===== config.mk =====
export PLATFORM = sky130hd
export DESIGN_NAME = lbx_core
export DESIGN_NICKNAME = d
export VERILOG_FILES = /design/src/rtl/lbx_pkg.sv /design/src/rtl/lbx_file_mem.sv /design/src/rtl/lbx_decode.sv /design/src/rtl/lbx_core.sv
export VERILOG_INCLUDE_DIRS = /design/src /design/src/rtl
export SDC_FILE = /design/constraint.sdc
export NUM_CORES = 1
export LEC_CHECK = 0
export BUFFER_PORTS_ARGS = -buffer_cell sky130_fd_sc_hd__buf_2
export CAP_MARGIN = 20
export CORE_MARGIN = 5
export CORE_UTILIZATION = 50
export DETAILED_ROUTE_END_ITERATION = 10
export PLACE_DENSITY = 0.7
export SYNTH_ARGS = -nofsm -noshare
export SYNTH_HDL_FRONTEND = slang
export SYNTH_SLANG_ARGS = --single-unit

===== constraint.sdc =====
create_clock -name clock -period 3.35 [get_ports clock]
set_input_delay 0.1675 -clock clock [delete_from_list [all_inputs] [get_ports clock]]
set_output_delay 0.1675 -clock clock [all_outputs]
set_load 0.01 [all_outputs]

===== src/rtl/lbx_map.svh =====
// constants, opcode fields and timing for the logic/bit/skip/call execution unit
// Overview of operation
// - and_immediate_op ANDs working register with 8-bit literal, result to W, zero flag only.
// - and_file_op ANDs working register with file register 0..31, updates zero flag.
// - and_file_op destination bit 0 writes W, destination bit 1 writes the file register.
// - bit_set_op sets chosen bit 0..7 of file register, other bits and flags unchanged.
// - test_skip_clear_op skips next instruction when chosen bit is zero, flags unchanged.
// - test_skip_set_op skips next instruction when chosen bit is one, flags unchanged.
// - taken skip discards prefetched word, runs no_operation, two cycles total.
// - clear_work_op loads W with 00h and sets the zero flag.
// - call pushes its own address plus 1 (program_counter during the call) onto return stack before jumping.
// - call loads pc 7:0 from literal, 10:9 from status 6:5, bit 8 zero.
// - call takes two cycles and leaves all status flags unchanged.
`ifndef LBX_MAP_SVH
`define LBX_MAP_SVH
`define LBX_OP_NOP 12'h000
`define LBX_OP_CLEAR_WORK 12'h040
`define LBX_OPC4_AND_IMM 4'hE
`define LBX_OPC4_CALL 4'h9
`define LBX_OPC4_BIT_SET 4'h5
`define LBX_OPC4_SKIP_CLR 4'h6
`define LBX_OPC4_SKIP_SET 4'h7
`define LBX_OPC6_AND_FILE 6'h05
`define LBX_STATUS_ADDR 5'h03
`define LBX_ZERO_BIT 2
`define LBX_PAGE_LO 5
`define LBX_PAGE_HI 6
`define LBX_RESET_PC 11'h7FF
`define LBX_RESET_W 8'h00
`define LBX_RESET_STATUS 8'h18
`define LBX_RESET_FILE 8'h00
`define LBX_STACK_DEPTH 2
`endif


===== src/rtl/lbx_pkg.sv =====
// shared types for the execution unit
package lbx_pkg;
  typedef enum logic [2:0] {
    LBX_NOP, LBX_AND_IMM, LBX_AND_FILE, LBX_BIT_SET, LBX_SKIP_CLR, LBX_SKIP_SET,
    LBX_CLR_W, LBX_CALL
  } lbx_kind_t;
  typedef struct packed {
    lbx_kind_t kind;
    logic [7:0] literal;
    logic [4:0] faddr;
    logic [2:0] bitpos;
    logic dest;
  } lbx_dec_t;
endpackage


===== src/rtl/lbx_file_mem.sv =====
// file register array with a registered read port and one write port
`timescale 1ns/1ps
`default_nettype none
`include "lbx_map.svh"
module lbx_file_mem #(
  parameter int DEPTH = 32,
  parameter int AW = 5
) (
  input wire logic clock,
  input wire logic srst,
  input wire logic [AW-1:0] raddr,
  output logic [7:0] rdata,
  input wire logic we,
  input wire logic [AW-1:0] waddr,
  input wire logic [7:0] wdata
);
  logic [7:0] mem_r [DEPTH];
  logic [7:0] rdata_r;
  logic [7:0] rdata_nxt;
  // write-through keeps a back-to-back read of the same address coherent
  always_comb begin
    rdata_nxt = mem_r[raddr];
    if (we && (waddr == raddr)) begin
      rdata_nxt = wdata;
    end
  end
  always_ff @(posedge clock) begin
    if (srst) begin
      rdata_r <= `LBX_RESET_FILE;
    end else begin
      rdata_r <= rdata_nxt;
    end
  end
  genvar g;
  generate
    for (g = 0; g < DEPTH; g++) begin : g_cell
      always_ff @(posedge clock) begin
        if (srst) begin
          mem_r[g] <= `LBX_RESET_FILE;
        end else if (we && (waddr == AW'(g))) begin
          mem_r[g] <= wdata;
        end
      end
    end
  endgenerate
  assign rdata = rdata_r;
endmodule // lbx_file_mem
`default_nettype wire


===== src/rtl/lbx_decode.sv =====
// instruction word decoder for the supported operations
`timescale 1ns/1ps
`default_nettype none
`include "lbx_map.svh"
module lbx_decode (
  input wire logic [11:0] word,
  output lbx_pkg::lbx_dec_t dec
);
  always_comb begin
    dec.literal = word[7:0];
    dec.faddr = word[4:0];
    dec.bitpos = word[7:5];
    dec.dest = word[5];
    dec.kind = lbx_pkg::LBX_NOP;
    if (word == `LBX_OP_CLEAR_WORK) begin
      dec.kind = lbx_pkg::LBX_CLR_W;
    end else if (word[11:6] == `LBX_OPC6_AND_FILE) begin
      dec.kind = lbx_pkg::LBX_AND_FILE;
    end else if (word[11:8] == `LBX_OPC4_AND_IMM) begin
      dec.kind = lbx_pkg::LBX_AND_IMM;
    end else if (word[11:8] == `LBX_OPC4_CALL) begin
      dec.kind = lbx_pkg::LBX_CALL;
    end else if (word[11:8] == `LBX_OPC4_BIT_SET) begin
      dec.kind = lbx_pkg::LBX_BIT_SET;
    end else if (word[11:8] == `LBX_OPC4_SKIP_CLR) begin
      dec.kind = lbx_pkg::LBX_SKIP_CLR;
    end else if (word[11:8] == `LBX_OPC4_SKIP_SET) begin
      dec.kind = lbx_pkg::LBX_SKIP_SET;
    end
  end
endmodule // lbx_decode
`default_nettype wire


===== src/rtl/lbx_core.sv =====
// execution core: fetch, operand read, execute for the and/bit/skip/call subset
`timescale 1ns/1ps
`default_nettype none
`include "lbx_map.svh"
module lbx_core #(
  parameter int PC_W = 11,
  parameter int STACK_DEPTH = `LBX_STACK_DEPTH
) (
  input wire logic clock,
  input wire logic srst,
  output logic [PC_W-1:0] program_counter,
  input wire logic [11:0] instr_word,
  output logic [7:0] work_reg,
  output logic [7:0] status_reg,
  output logic [PC_W-1:0] stack_top,
  output logic exec_valid
);
  typedef enum logic [1:0] {ST_FETCH, ST_EXEC, ST_FLUSH} lbx_state_t;

  lbx_state_t state_r, state_nxt;
  logic [PC_W-1:0] pc_r, pc_nxt;
  logic [7:0] w_r, w_nxt;
  logic [7:0] status_r, status_nxt;
  logic [11:0] ir_r, ir_nxt;
  logic [PC_W-1:0] stack_r [STACK_DEPTH];
  logic [PC_W-1:0] stack_nxt [STACK_DEPTH];
  logic valid_r, valid_nxt;
  lbx_pkg::lbx_dec_t dec;
  logic [7:0] fdata;
  logic [7:0] operand;
  logic [7:0] and_res;
  logic fwe;
  logic [7:0] fwdata;
  logic [PC_W-1:0] pc_inc;

  function automatic logic zero_of(input logic [7:0] v);
    return (v == 8'h00);
  endfunction

  function automatic logic [7:0] bit_mask(input logic [2:0] pos);
    return 8'h01 << pos;
  endfunction

  lbx_decode u_dec (
    .word(ir_r),
    .dec(dec)
  );

  // status is held here, so reads of its address come from the live copy
  lbx_file_mem #(
    .DEPTH(32),
    .AW(5)
  ) u_mem (
    .clock(clock),
    .srst(srst),
    .raddr(ir_nxt[4:0]),
    .rdata(fdata),
    .we(fwe),
    .waddr(dec.faddr),
    .wdata(fwdata)
  );

  assign operand = (dec.faddr == `LBX_STATUS_ADDR) ? status_r : fdata;
  assign and_res = w_r & (dec.kind == lbx_pkg::LBX_AND_IMM ? dec.literal : operand);
  assign pc_inc = PC_W'(pc_r + 1'b1);

  always_comb begin
    state_nxt = state_r;
    pc_nxt = pc_r;
    w_nxt = w_r;
    status_nxt = status_r;
    ir_nxt = ir_r;
    valid_nxt = 1'b0;
    fwe = 1'b0;
    fwdata = and_res;
    for (int i = 0; i < STACK_DEPTH; i++) begin
      stack_nxt[i] = stack_r[i];
    end
    unique case (state_r)
      ST_FETCH: begin
        ir_nxt = instr_word;
        pc_nxt = pc_inc;
        state_nxt = ST_EXEC;
      end
      ST_EXEC: begin
        valid_nxt = 1'b1;
        ir_nxt = instr_word;
        pc_nxt = pc_inc;
        unique case (dec.kind)
          lbx_pkg::LBX_AND_IMM: begin
            w_nxt = and_res;
            status_nxt[`LBX_ZERO_BIT] = zero_of(and_res);
          end
          lbx_pkg::LBX_AND_FILE: begin
            status_nxt[`LBX_ZERO_BIT] = zero_of(and_res);
            if (dec.dest) begin
              if (dec.faddr == `LBX_STATUS_ADDR) begin
                status_nxt = and_res;
                status_nxt[`LBX_ZERO_BIT] = zero_of(and_res);
              end else begin
                fwe = 1'b1;
              end
            end else begin
              w_nxt = and_res;
            end
          end
          lbx_pkg::LBX_BIT_SET: begin
            fwdata = operand | bit_mask(dec.bitpos);
            if (dec.faddr == `LBX_STATUS_ADDR) begin
              status_nxt = fwdata;
            end else begin
              fwe = 1'b1;
            end
          end
          lbx_pkg::LBX_SKIP_CLR: begin
            if (!operand[dec.bitpos]) begin
              state_nxt = ST_FLUSH;
            end
          end
          lbx_pkg::LBX_SKIP_SET: begin
            if (operand[dec.bitpos]) begin
              state_nxt = ST_FLUSH;
            end
          end
          lbx_pkg::LBX_CLR_W: begin
            w_nxt = `LBX_RESET_W;
            status_nxt[`LBX_ZERO_BIT] = 1'b1;
          end
          lbx_pkg::LBX_CALL: begin
            // push return address; pc_r already points past the call
            stack_nxt[0] = pc_r;
            for (int i = 1; i < STACK_DEPTH; i++) begin
              stack_nxt[i] = stack_r[i-1];
            end
            // target from literal and page bits
            pc_nxt = '0;
            pc_nxt[7:0] = dec.literal;
            pc_nxt[10:9] = status_r[`LBX_PAGE_HI:`LBX_PAGE_LO];
            pc_nxt[8] = 1'b0;
            // second cycle refetches at the target
            state_nxt = ST_FETCH;
          end
          default: begin
          end
        endcase
      end
      ST_FLUSH: begin
        // prefetched word dropped, no_operation slot
        // the slot fetches the word after the skipped one, so the test costs two cycles
        valid_nxt = 1'b1;
        ir_nxt = instr_word;
        pc_nxt = pc_inc;
        state_nxt = ST_EXEC;
      end
    endcase
  end

  always_ff @(posedge clock) begin
    if (srst) begin
      state_r <= ST_FETCH;
      pc_r <= `LBX_RESET_PC;
      w_r <= `LBX_RESET_W;
      status_r <= `LBX_RESET_STATUS;
      ir_r <= `LBX_OP_NOP;
      valid_r <= 1'b0;
      for (int i = 0; i < STACK_DEPTH; i++) begin
        stack_r[i] <= '0;
      end
    end else begin
      state_r <= state_nxt;
      pc_r <= pc_nxt;
      w_r <= w_nxt;
      status_r <= status_nxt;
      ir_r <= ir_nxt;
      valid_r <= valid_nxt;
      for (int i = 0; i < STACK_DEPTH; i++) begin
        stack_r[i] <= stack_nxt[i];
      end
    end
  end

  assign program_counter = pc_r;
  assign work_reg = w_r;
  assign status_reg = status_r;
  assign stack_top = stack_r[0];
  assign exec_valid = valid_r;
endmodule // lbx_core
`default_nettype wire


Yosys cells after proc, flatten, opt, wreduce, memory -nomap -nowiden
Memories as Yosys holds them, arrays and structs flattened.
Index checks and enable logic that the tools add are counted.
W data, S select, Z words.
{"block": "classes", "add_sub_neg": 1, "n_lt_le_gt_ge": 1, "n_eq_ne": 57, "shifts": 1, "n_mux": 169, "n_bitwise": 36, "n_reduce_logical": 47}
{"op": "$mux W8", "n": 41}
{"op": "$mux W1", "n": 104}
{"op": "$eq A5 B5 Y1 const B", "n": 16}
{"op": "$mux W22", "n": 2}
{"op": "$eq A5 B4 Y1 const B", "n": 8}
{"op": "$or A1 B1 Y1", "n": 34}
{"op": "$logic_and A1 B1 Y1", "n": 33}
{"op": "$mux W11", "n": 3}
{"op": "$pmux W8 S3", "n": 1}
{"op": "$pmux W11 S2", "n": 1}
{"op": "$mux W3", "n": 7}
{"op": "$eq A5 B3 Y1 const B", "n": 4}
{"op": "$eq A12 B7 Y1 const B", "n": 1}
{"op": "$eq A3 B3 Y1 const B", "n": 4}
{"op": "$eq A4 B3 Y1 const B", "n": 3}
{"op": "$mux W12", "n": 1}
{"op": "$reduce_and A3 Y1", "n": 4}
{"op": "$add A11 B1 Y11 const B", "n": 1}
{"op": "$eq A5 B2 Y1 const B", "n": 2}
{"op": "$ne A2 B2 Y1 const B", "n": 5}
{"op": "$pmux W5 S2", "n": 1}
{"op": "$and A8 B8 Y8", "n": 1}
{"op": "$eq A4 B4 Y1 const B", "n": 2}
{"op": "$logic_not A8 Y1", "n": 1}
{"op": "other kinds (27)", "n": 32}
{"block": "totals", "ff_bits": 50, "mem_bits_rw": 278, "input_bits": 14, "out_inout_bits": 39, "word_cells": 322, "memories": 2}
{"name": "u_mem.mem_r", "words": 32, "word_bits": 8, "read_ports": 1, "rd_ports_with_merged_regs": 0, "write_ports": 32, "line_no": "lbx_file_mem.sv:17", "rtl": "logic [7:0] mem_r [DEPTH];"}
{"name": "stack_r", "words": 2, "word_bits": 11, "read_ports": 1, "rd_ports_with_merged_regs": 0, "write_ports": 2, "line_no": "lbx_core.sv:25", "rtl": "logic [PC_W-1:0] stack_r [STACK_DEPTH];"}

Logic depth before layout (Yosys ltp)
Gate-level depths: netlist of run 1.
{"block": "logic_depth", "word_depth": 16, "mapped_depth": 9, "depth_no_buf": 8}

Cells and area by module
From an unflattened synthesis of run 1, not the netlist that was laid out.
{"block": "unflattened", "hier_cells": 1333, "area_unflattened_um2": 15652.5}
{"mod": "lbx_file_mem", "instances": 1, "cells_each": 950, "area_per_inst_um2": 12529.5, "seq_area_each_um2": 7847.5}
{"mod": "lbx_core", "instances": 1, "cells_each": 350, "area_per_inst_um2": 2871.5, "seq_area_each_um2": 1171.1}
{"mod": "lbx_decode", "instances": 1, "cells_each": 33, "area_per_inst_um2": 251.5, "seq_area_each_um2": 0.0}

Least setup slack after synthesis of run 1
OpenSTA, ideal clock, no wires.
{"block": "synth_timing", "kind": "reg2reg", "start": "reg state_r[1]", "end": "mem u_mem.mem_r[12][0], enable pin", "setup_time_ps": 329, "arrival_ps": 2004, "required_ps": 3021, "path_slack_ps": 1017, "stages_incl_launch_ff": 9, "path_buffers": 2, "period_less_slack_ps": 2333, "path_cell_list": "dfxtp_1 inv_1 ha_1 clkbuf_1 o2111ai_2 nor3_1 buf_2 nand2_1 nand2_1"}
{"element": "start: declaration", "line_no": "lbx_core.sv:20", "rtl": "lbx_state_t state_r, state_nxt;"}
{"element": "start signal: assignment", "line_no": "lbx_core.sv:170", "rtl": "state_r <= state_nxt;"}
{"element": "end: declaration", "line_no": "lbx_file_mem.sv:17"}

==> results.txt, run 1 <==
Core Box Area: 28700 µm²
Int Pwr: 7050 µW
Row cnt: 62
Detail Route Antenna Nets: 0
RSZ-0062 raised after global routing: no
Share of synthesized area occupied by flip-flops and latches: 62.2%
Sequential cell area in the final layout: 9020 µm²
Count of synthesis-stage warnings from yosys: 0
Largest driver fanout on the critical path: 32
First-pass DRT Iterations: 8
Via density per instance: 5.87
Max FFs per register: 256
End of the critical path: u_mem.mem_r[7][6]
Share of flip-flops with an asynchronous set or reset: 0%
CP startpoint: ir_r[3]
Net load switching power: 2160 µW
Most common cell after layout, fill and taps aside: nor2_1
Biggest registers after layout: u_mem.mem_r x256, ir_r x12
Power density over the cells: 560 nW/µm²
Ratio of cells with drive above 1 in the final layout: 19.9%
Max Clock Skew: 0.0163 ns
Register with the most flip-flops: u_mem.mem_r
Initial antenna violation count: 1
Clock network latency to the later pin of the worst-skew pair: 0.51 ns
Post-synth top area cell: edfxtp_1
Synth top area share: 55.3%
Number of gates resized after cts: 0
Leakage power figure: 0.00560 µW
Switching portion of total power: 23.4%
Cell types occupying the most area after synthesis: edfxtp_1, mux4_2, nor2_1
Setup crit start kind: flip-flop
Sequential Power Share: 50.0%
WP data required: 3.59 ns
Top flip-flop cell by instance count after synthesis: edfxtp_1
H-tree lvl count: 2
Cell depth of the worst flop-to-flop path: 7
GRT Util Overall: 21.8%
Count of input and output buffers: 52
CTS tree: built
Final standard cell count with taps included and fillers excluded: 1609
Worst slack on hold paths: 0.0484 ns
DR WL/cell: 22.2 µm
Number of setup buffers added after CTS: 0
Post-DP HPWL: 23.7 mm
Die Wd: 180 µm
Routed via count: 9447
Number of nets in the layout: 1220
Layout overhead on the synthesized area: 13.4%
Run status: completed
Grt ovf: 0
Number of max-cap violations: 0
Clock Power Share: 39.2%
Worst Max-Slew Pin Slew: 0.841 ns
CP endpoint kind: flip-flop
Kind of critical path: reg -> reg
Post-Syn Area per Cell: 12.7 µm²
Min Tclk post-route: 2.84 ns
WL final: 35.7 mm
Mapped Area: 14500 µm²
Count of different cell masters after synthesis: 64
Number of global-route vias before repair: 9392
Largest vdd supply drop: 0.000576 V
Max-slew headroom: 43.9%
Die outline area: 32500 µm²
Core Util, Final: 57.3%
Setup Viol. Count Final: 0
Max clock buf depth: 3
Layout filler cell count: 2338
Initial Utilization: 50.5%
DP Cell Count: 1543
Final period util: 84.7%
DRC errors left: 0
Number of clock buffers inserted by TritonCTS: 34
Flop2flop setup slack: 0.51 ns
Kind of path behind the tightest hold check: in -> reg
Clock transition at the register clock pins on the worst setup and hold paths after CTS: 0.06 ns
Final Hold Violating Endpoints: 0
Final total negative setup slack: 0 ns
Top-level port count: 53
DRC violation total after the first TritonRoute iteration: 1134
Root Buffer: clkbuf_16
Most used cells in the layout excluding fill and tap cells: nor2_1, edfxtp_1, nand2_1, mux4_2, buf_2
Slew Viols, Final: 0
Global-route wire length before repair: 55.3 mm
Maximum clock frequency: 0.353 GHz
FF+latch count, synth: 317
Comb power frac: 10.8%
Number of synthesized flops with an enable pin: 267
Floorplan die height: 180 µm
Clock Sinks: 317
Routability congestion estimate: 0.856
Footprint of the multi-input gates: 5200 µm²
Cell count after synthesis: 1140
Destination of the worst register-to-register timing path: u_mem.mem_r[7][6]
Data arrival time of the worst path: 3.07 ns
Maximum number of pins on one net before global-route repair: 41
Post-layout power: 9210 µW
Startpoint of the worst-slack reg-to-reg timing path: ir_r[3]
## critical path, stage by stage, from the launching register on
cell	delay (ns)
dfxtp_1	0.30
nand4bb_2	0.30
nor2_2	0.69
mux2i_1	0.35
o21ai_0	0.24
mux2i_4	0.18
buf_4	0.38
nor2_1	0.10
## cell families (layout without fill, tap and decap cells)
logic type	Yosys count	after routing	synth area share, %
AO/OA/AOI/OAI	95	95	4.05
XOR/XNOR	11	11	0.664
AND/OR/NAND/NOR	521	521	15.5
adder cells (fa/ha/maj)	4	4	0.345
buffers and inverters	82	159	2.74
flip-flops	317	317	62.2
other	1	9	0.0259
multiplexers	109	109	14.5
## worst min path at each step
stage / from / cells after the start / slack [ns] / to
2_1_floorplan: instr_word[10] / 1 / 0.30 / ir_r[10]
3_3_place_gp: instr_word[6] / 2 / 0.38 / ir_r[6]
3_5_place_dp: instr_word[9] / 2 / 0.38 / ir_r[9]
4_1_cts: instr_word[3] / 2 / 0.04 / ir_r[3]
5_1_grt: instr_word[3] / 2 / 0.06 / ir_r[3]
6_report: instr_word[3] / 2 / 0.05 / ir_r[3]
## routing by layer
| layer | global-route usage, % | up-vias | wire length (µm) |
|---|---|---|---|
| met5 | 0 | - | 0 |
| met4 | 5.54 | 0 | 927 |
| met3 | 3.25 | 66 | 2850 |
| met2 | 35.5 | 420 | 17200 |
| met1 | 31.2 | 4710 | 14700 |
| li1 | - | 4251 | - |
## power by group through the flow
stage	sequential (µW)	clock, µW	combinational [µW]
after detailed placement	4690	0	983
after floorplan	4680	0	652
final	4610	3610	994
after global routing	4630	3830	1080
after CTS	4610	3650	994
after global placement	4680	0	960
## what timing repair did
item / 4_1_cts / 5_1_grt
hold endpoints to repair: 7 / 0
hold buffers: 7 / 0
setup endpoints to repair: 0 / 0
## synthesized netlist by cell type, types with 2 or more instances
| cell | number |
|---|---|
| xor2_1 | 10 |
| buf_2 | 35 |
| nor3b_1 | 6 |
| or3_1 | 3 |
| a211oi_1 | 9 |
| o21ai_0 | 32 |
| ha_1 | 4 |
| and2_1 | 2 |
| clkbuf_1 | 29 |
| nor3_1 | 12 |
| dfxtp_1 | 50 |
| or2_2 | 3 |
| mux2i_1 | 18 |
| nor4_1 | 2 |
| nor4_4 | 2 |
| a311oi_1 | 3 |
| and4_1 | 2 |
| nor2b_1 | 27 |
| a211o_1 | 2 |
| nand3_1 | 9 |
| and3_1 | 2 |
| nand2_1 | 141 |
| nand4_1 | 3 |
| mux4_2 | 80 |
| buf_4 | 2 |
| o211ai_1 | 2 |
| o221ai_1 | 2 |
| nor3_2 | 2 |
| o211a_1 | 3 |
| inv_1 | 7 |
| edfxtp_1 | 267 |
| nand2b_1 | 9 |
| buf_1 | 2 |
| a21oi_1 | 26 |
| buf_6 | 5 |
| nor2_1 | 287 |
| mux2_2 | 10 |
| a31oi_1 | 4 |
## through the flow
stage | setup WS [ns] | area [µm²]
after floorplan | 1.02 | 14500
after global placement | 0.661 | 15300
after detailed placement | 0.561 | 15300
after CTS | 0.546 | 16400
after global routing | 0.355 | 16400
final | 0.514 | 16400
## cell type report
type / instances / share of cell area (%)
multi-input combinational: 748 / 31.6
tap: 384 / 2.92
timing repair buffer: 93 / 4.03
antenna: 1 / 0.0152
sequential: 317 / 54.8
inverter: 8 / 0.183
clock buffer: 43 / 5.51
clock inverter: 15 / 0.928
No activity file was read; power rests on OpenSTA's default activity.
==> inputs of run 2 (changes only) <==
==> constraint.sdc (replaced) <==
create_clock -name clock -period 2.8 [get_ports clock]
set_input_delay 0.14 -clock clock [delete_from_list [all_inputs] [get_ports clock]]
set_output_delay 0.14 -clock clock [all_outputs]
set_load 0.01 [all_outputs]
==> run 2 against run 1 <==
- clock power up 27%
- critical path type unchanged
- sequential power rose by 19%
- clock skew rose by 0.0011 ns
- non-clock buffer count is 10 higher
- wire length fell by 0.30%
- critical path depth is the same
- fmax rose by 9.3%
- combinational power rose by 22%
==> results.txt, run 2 (synthesis results as in run 1) <==
Post-DP HPWL: 23.6 mm (was 23.7 mm)
First-pass DRT Iterations: 6 (was 8)
Worst Max-Slew Pin Slew: 0.701 ns (was 0.841 ns)
Clock transition at the register clock pins on the worst setup and hold paths after CTS: 0.06 ns (about the same)
Max-slew headroom: 53.2% (was 43.9%)
DRC errors left: 0 (unchanged)
H-tree lvl count: 2 (unchanged)
Clock network latency to the later pin of the worst-skew pair: 0.53 ns (was 0.51 ns)
Grt ovf: 0 (unchanged)
Row cnt: 62 (unchanged)
Root Buffer: clkbuf_16 (unchanged)
Biggest registers after layout: u_mem.mem_r x256, ir_r x12 (unchanged)
Maximum number of pins on one net before global-route repair: 47 (was 41)
Slew Viols, Final: 0 (unchanged)
CTS tree: built (unchanged)
Via density per instance: 5.87 (about the same)
Die outline area: 32500 µm² (unchanged)
Ratio of cells with drive above 1 in the final layout: 20.8% (was 19.9%)
Initial antenna violation count: 0 (was 1)
Count of input and output buffers: 52 (unchanged)
Worst Slack Setup Final: 0.206 ns (was 0.514 ns)
Min Tclk post-route: 2.59 ns (was 2.84 ns)
Number of max-cap violations: 0 (unchanged)
Maximum clock frequency: 0.385 GHz (was 0.353 GHz)
CP endpoint kind: flip-flop (unchanged)
Post-layout power: 11300 µW (was 9210 µW)
Global-route wire length before repair: 55.1 mm (was 55.3 mm)
Setup crit start kind: flip-flop (unchanged)
DR WL/cell: 21.9 µm (was 22.2 µm)
Most common cell after layout, fill and taps aside: nor2_1 (unchanged)
DRC violation total after the first TritonRoute iteration: 1092 (was 1134)
GRT Util Overall: 21.7% (was 21.8%)
Final standard cell count with taps included and fillers excluded: 1622 (was 1609)
Layout filler cell count: 2263 (was 2338)
Routability congestion estimate: 0.921 (was 0.856)
DP Cell Count: 1552 (was 1543)
Max FFs per register: 256 (unchanged)
Detail Route Antenna Nets: 0 (unchanged)
Power density over the cells: 678 nW/µm² (was 560 nW/µm²)
Routed via count: 9518 (was 9447)
Number of nets in the layout: 1231 (was 1220)
WL final: 35.6 mm (was 35.7 mm)
Most used cells in the layout excluding fill and tap cells: nor2_1, edfxtp_1, nand2_1, mux4_2, buf_2 (unchanged)
Max Clock Skew: 0.0175 ns (was 0.0163 ns)
Register with the most flip-flops: u_mem.mem_r (unchanged)
Kind of critical path: reg -> reg (unchanged)
Number of global-route vias before repair: 9497 (was 9392)
Layout overhead on the synthesized area: 14.9% (was 13.4%)
Setup Viol. Count Final: 0 (unchanged)
Sequential cell area in the final layout: 9020 µm² (unchanged)
Clock Sinks: 317 (unchanged)
Largest vdd supply drop: 0.000643 V (was 0.000576 V)
Worst slack on hold paths: 0.0519 ns (was 0.0484 ns)
Antenna diodes: 0 (was 1)
Number of clock buffers inserted by TritonCTS: 35 (was 34)
Initial Utilization: 50.5% (unchanged)
Data arrival time of the worst path: 2.85 ns (was 3.07 ns)
Core Box Area: 28700 µm² (unchanged)
Run status: completed (unchanged)
Final Hold Violating Endpoints: 0 (unchanged)
Die Wd: 180 µm (unchanged)
Floorplan die height: 180 µm (unchanged)
WP data required: 3.05 ns (was 3.59 ns)
Top-level port count: 53 (unchanged)
Largest driver fanout on the critical path: 17 (was 32)
RSZ-0062 raised after global routing: no (unchanged)
Footprint of the multi-input gates: 5200 µm² (about the same)
Pre-CTS setup slack: 0.0432 ns (was 0.561 ns)
Final total negative setup slack: 0 ns (unchanged)
Final period util: 92.7% (was 84.7%)
Max clock buf depth: 3 (unchanged)
Kind of path behind the tightest hold check: in -> reg (unchanged)
Leakage power figure: 0.00571 µW (was 0.00560 µW)
==> run 2: changes by cell type in the layout (fill, tap and decap cells not counted), moves of 2 or more <==
cell      delta
buf_4        +5
buf_12       +3
clkbuf_1     -2
clkinv_4     +2
==> run 2: worst max-delay path, stage by stage (launching register included) <==
cell and delay [ns]:
dfxtp_1 0.31, nand4bb_2 0.34, nor2_4 0.39, mux2i_1 0.39, a21oi_1 0.24, mux2i_4 0.23, buf_4 0.31, nor2_1 0.10
==> run 2: path summary, 6_finish.rpt <==
path | from | endpoint | slack [ns] | cells past startpoint
max | ir_r[3] | u_mem.mem_r[12][0] | 0.21 | 7
min | srst | ir_r[4] | 0.05 | 2
max reg2reg | ir_r[3] | u_mem.mem_r[12][0] | 0.21 | 7
min reg2reg | work_reg[0] | work_reg[0] | 0.48 | 1
==> run 2: layer usage <==
metal | vias up | global-route usage [%] | part of all wire [%] | wire [µm]
met2 | 471 | 35.3 | 49 | 17400
li1 | 4285 | - | - | -
met4 | 0 | 6.20 | 2.6 | 917
met3 | 80 | 4.82 | 9.8 | 3480
met5 | - | 0 | 0 | 0
met1 | 4682 | 29.8 | 39 | 13800
==> run 2: layout make-up <==
class	count	area share, %
flip-flops and latches	317	54.1
multi-input cells	748	31.2
clock buffers	42	5.54
repair buffers	103	4.69
well taps	384	2.88
clock inverters	20	1.34
inverters	8	0.180
==> run 2: per-stage QoR <==
| step | util [%] | instance area, µm² |
|---|---|---|
| 2_1_floorplan | - | 14500 |
| 3_3_place_gp | 53.7 | 15400 |
| 3_5_place_dp | 53.7 | 15400 |
| 4_1_cts | 58.0 | 16700 |
| 5_1_grt | 58.0 | 16700 |
| 6_report | 58.0 | 16700 |
==> run 2: timing repair <==
action / CTS / global route
endpoints found under the hold margin: 8 / 0
gates resized for setup: 0 / 1
hold buffers: 8 / 0
endpoints found under the setup margin: 0 / 83
setup buffers: 0 / 0
==> run 2: report_power, final <==
group	total [µW]	switching, µW	internal, µW
logic	1210	679	528
registers	5500	142	5360
clock network	4580	1840	2740
total	11300	2660	8630
==> inputs of run 3 (changes only) <==
--- a/config.mk
+++ b/config.mk
@@ -6,6 +6,7 @@
 export SDC_FILE = /design/constraint.sdc
 export NUM_CORES = 1
 export LEC_CHECK = 0
+export ABC_AREA = 1
 export BUFFER_PORTS_ARGS = -buffer_cell sky130_fd_sc_hd__buf_2
 export CAP_MARGIN = 20
 export CORE_MARGIN = 5
==> run 3 against run 2 <==
- critical path depth rose by 3
- clock power decreased by 6.3%
- synthesized area up 3.9%
- combinational power is essentially flat
- sequential share of layout area fell by 1.2 points
- clock skew increased by 0.0068 ns
- worst setup slack better by 0.062 ns
- global-route usage rose by 2.0 points
- clock-buffer cell count up 3
- register-to-register slack better by 0.06 ns
- hold slack improved by 0.11 ns
- final cell count is 26% higher
==> results.txt, run 3 <==
DRC violation total after the first TritonRoute iteration: 1123 (was 1092)
GRT Util Overall: 23.8% (was 21.7%)
Layout overhead on the synthesized area: 13.1% (was 14.9%)
RSZ-0062 raised after global routing: no (unchanged)
Run status: completed (unchanged)
CP startpoint: ir_r[7] (was ir_r[3])
CTS tree: built (unchanged)
Post-synth top area cell: edfxtp_1 (unchanged)
Row cnt: 63 (was 62)
Number of synthesized flops with an enable pin: 267 (unchanged)
Global-route wire length before repair: 63.5 mm (was 55.1 mm)
Destination of the worst register-to-register timing path: u_mem.mem_r[16][2] (was u_mem.mem_r[12][0])
Final Hold Violating Endpoints: 0 (unchanged)
Synth top area share: 53.2% (was 55.3%)
Kind of critical path: reg -> reg (unchanged)
Clock network latency to the later pin of the worst-skew pair: 0.58 ns (was 0.53 ns)
End of the critical path: u_mem.mem_r[16][2] (was u_mem.mem_r[12][0])
Cell depth of the worst flop-to-flop path: 10 (was 7)
Initial Utilization: 50.7% (was 50.5%)
Die outline area: 33700 µm² (was 32500 µm²)
Number of global-route vias before repair: 11375 (was 9497)
Top flip-flop cell by instance count after synthesis: edfxtp_1 (unchanged)
Antenna diodes: 0 (unchanged)
Layout filler cell count: 2492 (was 2263)
Slew Viols, Final: 0 (unchanged)
Count leader, synth: nor2_1 (unchanged)
Clock transition at the register clock pins on the worst setup and hold paths after CTS: 0.06 ns (about the same)
Biggest registers after layout: u_mem.mem_r x256, ir_r x12 (unchanged)
Simple-gate area share of the yosys netlist: 20.5% (was 15.5%)
DR WL/cell: 19.8 µm (was 21.9 µm)
Grt ovf: 0 (unchanged)
Ratio of cells with drive above 1 in the final layout: 13.4% (was 20.8%)
Startpoint of the worst-slack reg-to-reg timing path: ir_r[7] (was ir_r[3])
Share of flip-flops with an asynchronous set or reset: 0% (unchanged)
Clock Sinks: 317 (unchanged)
Routed via count: 11772 (was 9518)
Number of nets in the layout: 1648 (was 1231)
Post-synthesis mux area share: 0% (was 14.5%)
Adder-cell share of the synthesized area: 0.332% (was 0.345%)
Floorplan die height: 184 µm (was 180 µm)
Max clock buf depth: 3 (unchanged)
List of most frequent post-synthesis cells: nor2_1, edfxtp_1, o21ai_0 (was nor2_1, edfxtp_1, nand2_1)
DRC errors left: 0 (unchanged)
Die Wd: 184 µm (was 180 µm)
Max FFs per register: 256 (unchanged)
Combinational family with the most area after synthesis: simple AND/OR/NAND/NOR gates (unchanged)
Core Box Area: 29700 µm² (was 28700 µm²)
Max-slew headroom: 47.9% (was 53.2%)
Synth Area in XOR/XNOR: 0.581% (was 0.664%)
Worst Max-Slew Pin Slew: 0.782 ns (was 0.701 ns)
Leakage power figure: 0.00626 µW (was 0.00571 µW)
Max Clock Skew: 0.0242 ns (was 0.0175 ns)
Compound-cell area share of the yosys netlist: 12.7% (was 4.05%)
FF+latch count, synth: 317 (unchanged)
Setup Viol. Count Final: 0 (unchanged)
Largest driver fanout on the critical path: 13 (was 17)
Most used cells in the layout excluding fill and tap cells: nor2_1, edfxtp_1, o21ai_0, nand2_1, inv_1 (was nor2_1, edfxtp_1, nand2_1, mux4_2, buf_2)
Setup crit start kind: flip-flop (unchanged)
Count of synthesis-stage warnings from yosys: 0 (unchanged)
Maximum clock frequency: 0.395 GHz (was 0.385 GHz)
H-tree lvl count: 1 (was 2)
Via density per instance: 5.76 (was 5.87)
Count of input and output buffers: 52 (unchanged)
Maximum number of pins on one net before global-route repair: 97 (was 47)
Final total negative setup slack: 0 ns (unchanged)
Post-Syn Area per Cell: 9.53 µm² (was 12.7 µm²)
Register with the most flip-flops: u_mem.mem_r (unchanged)
Root Buffer: clkbuf_16 (unchanged)
Cell types occupying the most area after synthesis: edfxtp_1, nor2_1, dfxtp_1 (was edfxtp_1, mux4_2, nor2_1)
Power density over the cells: 645 nW/µm² (was 678 nW/µm²)
Share of synthesized area occupied by flip-flops and latches: 59.9% (was 62.2%)
Post-DP HPWL: 26.6 mm (was 23.6 mm)
Min Tclk post-route: 2.53 ns (was 2.59 ns)
Routability congestion estimate: 0.982 (was 0.921)
Detail Route Antenna Nets: 0 (unchanged)
First-pass DRT Iterations: 5 (was 6)
DP Cell Count: 1978 (was 1552)
CP endpoint kind: flip-flop (unchanged)
Top-level port count: 53 (unchanged)
Final standard cell count with taps included and fillers excluded: 2045 (was 1622)
Mapped Area: 15100 µm² (was 14500 µm²)
Initial antenna violation count: 0 (unchanged)
WL final: 40.5 mm (was 35.6 mm)
Largest vdd supply drop: 0.000619 V (was 0.000643 V)
Number of max-cap violations: 0 (unchanged)
Data arrival time of the worst path: 2.82 ns (was 2.85 ns)
Number of clock buffers inserted by TritonCTS: 31 (was 35)
Cell count after synthesis: 1581 (was 1140)
Count of different cell masters after synthesis: 43 (was 64)
Flop2flop setup slack: 0.27 ns (was 0.21 ns)
WP data required: 3.08 ns (was 3.05 ns)
Most common cell after layout, fill and taps aside: nor2_1 (unchanged)
Final period util: 90.4% (was 92.7%)
Kind of path behind the tightest hold check: in -> reg (unchanged)
[run 3: cell count changes after synthesis, sizes merged, moves of 26 or more]
cell / change
nor2b: -27
mux4: -80
inv: +93
nand2: +27
nand3: +56
o21ai: +167
nor2: +172
o221ai: +40
o211ai: +26
[run 3: logic make-up (layout without fill, tap and decap cells)]
family,after synthesis,count (layout)
simple gates,720,720
compound gates,320,320
flops,317,317
buf+inv,209,276
xor+xnor,10,10
fa+ha+maj,4,4
other cells,1,8
[run 3: worst min-delay path by stage]
| stage | end | slack, ns | cells past startpoint | from |
|---|---|---|---|---|
| final | ir_r[1] | 0.17 | 4 | instr_word[1] |
| after global routing | ir_r[1] | 0.20 | 4 | instr_word[1] |
| after CTS | ir_r[1] | 0.13 | 4 | instr_word[1] |
| after detailed placement | ir_r[9] | 0.35 | 3 | instr_word[9] |
| after global placement | ir_r[9] | 0.34 | 3 | instr_word[9] |
| after floorplan | ir_r[10] | 0.25 | 2 | instr_word[10] |
[run 3: routing by layer]
| layer | GRT usage [%] | vias to the layer above | wire length (µm) |
|---|---|---|---|
| met5 | 0 | - | 0 |
| met1 | 32.4 | 5603 | 16500 |
| met3 | 3.46 | 102 | 3280 |
| li1 | - | 5498 | - |
| met4 | 7.93 | 0 | 1470 |
| met2 | 39.4 | 569 | 19200 |
[run 3: area by class of cell]
class | instances | area (µm²) | area share [%]
clock buffers | 45 | 908 | 5.33
clock inverters | 13 | 145 | 0.852
well taps | 390 | 488 | 2.86
flip-flops and latches | 317 | 9020 | 52.9
repair buffers | 114 | 888 | 5.22
multi-input cells | 1062 | 5190 | 30.5
inverters | 104 | 392 | 2.30
[run 3: timing repair]
action | in CTS | in global routing
endpoints found under the setup margin | 0 | 0
hold endpoints to repair | 15 | 0
hold buffers | 9 | 0
buffers inserted | 0 | 0
resized for setup | 0 | 0
[run 3: report_power, final]
part           internal, µW  switching (µW)
Combinational           393             834
Sequential             5350             124
Clock                  2520            1770
[run 3: critical path, cell delays in order, from the launching register on]
cell     delay [ns]
dfxtp_1        0.38
inv_2          0.17
nand2_2        0.08
nor3_4         0.19
nand3_2        0.14
a21oi_4        0.19
inv_2          0.09
nor2_4         0.32
inv_2          0.23
o21ai_0        0.24
buf_4          0.21
[run 3: stage by stage]
step | worst slack, ns | utilization (%) | power [µW] | hold slack, ns | cell area [µm²]
after detailed placement | 0.335 | 53.5 | 6780 | 0.347 | 15900
after floorplan | 0.342 | - | 6340 | 0.247 | 15100
final | 0.268 | 57.3 | 11000 | 0.166 | 17000
after global routing | 0.0840 | 57.3 | 11400 | 0.198 | 17000
after CTS | 0.317 | 57.3 | 11000 | 0.127 | 17000
after global placement | 0.407 | 53.5 | 6750 | 0.343 | 15900
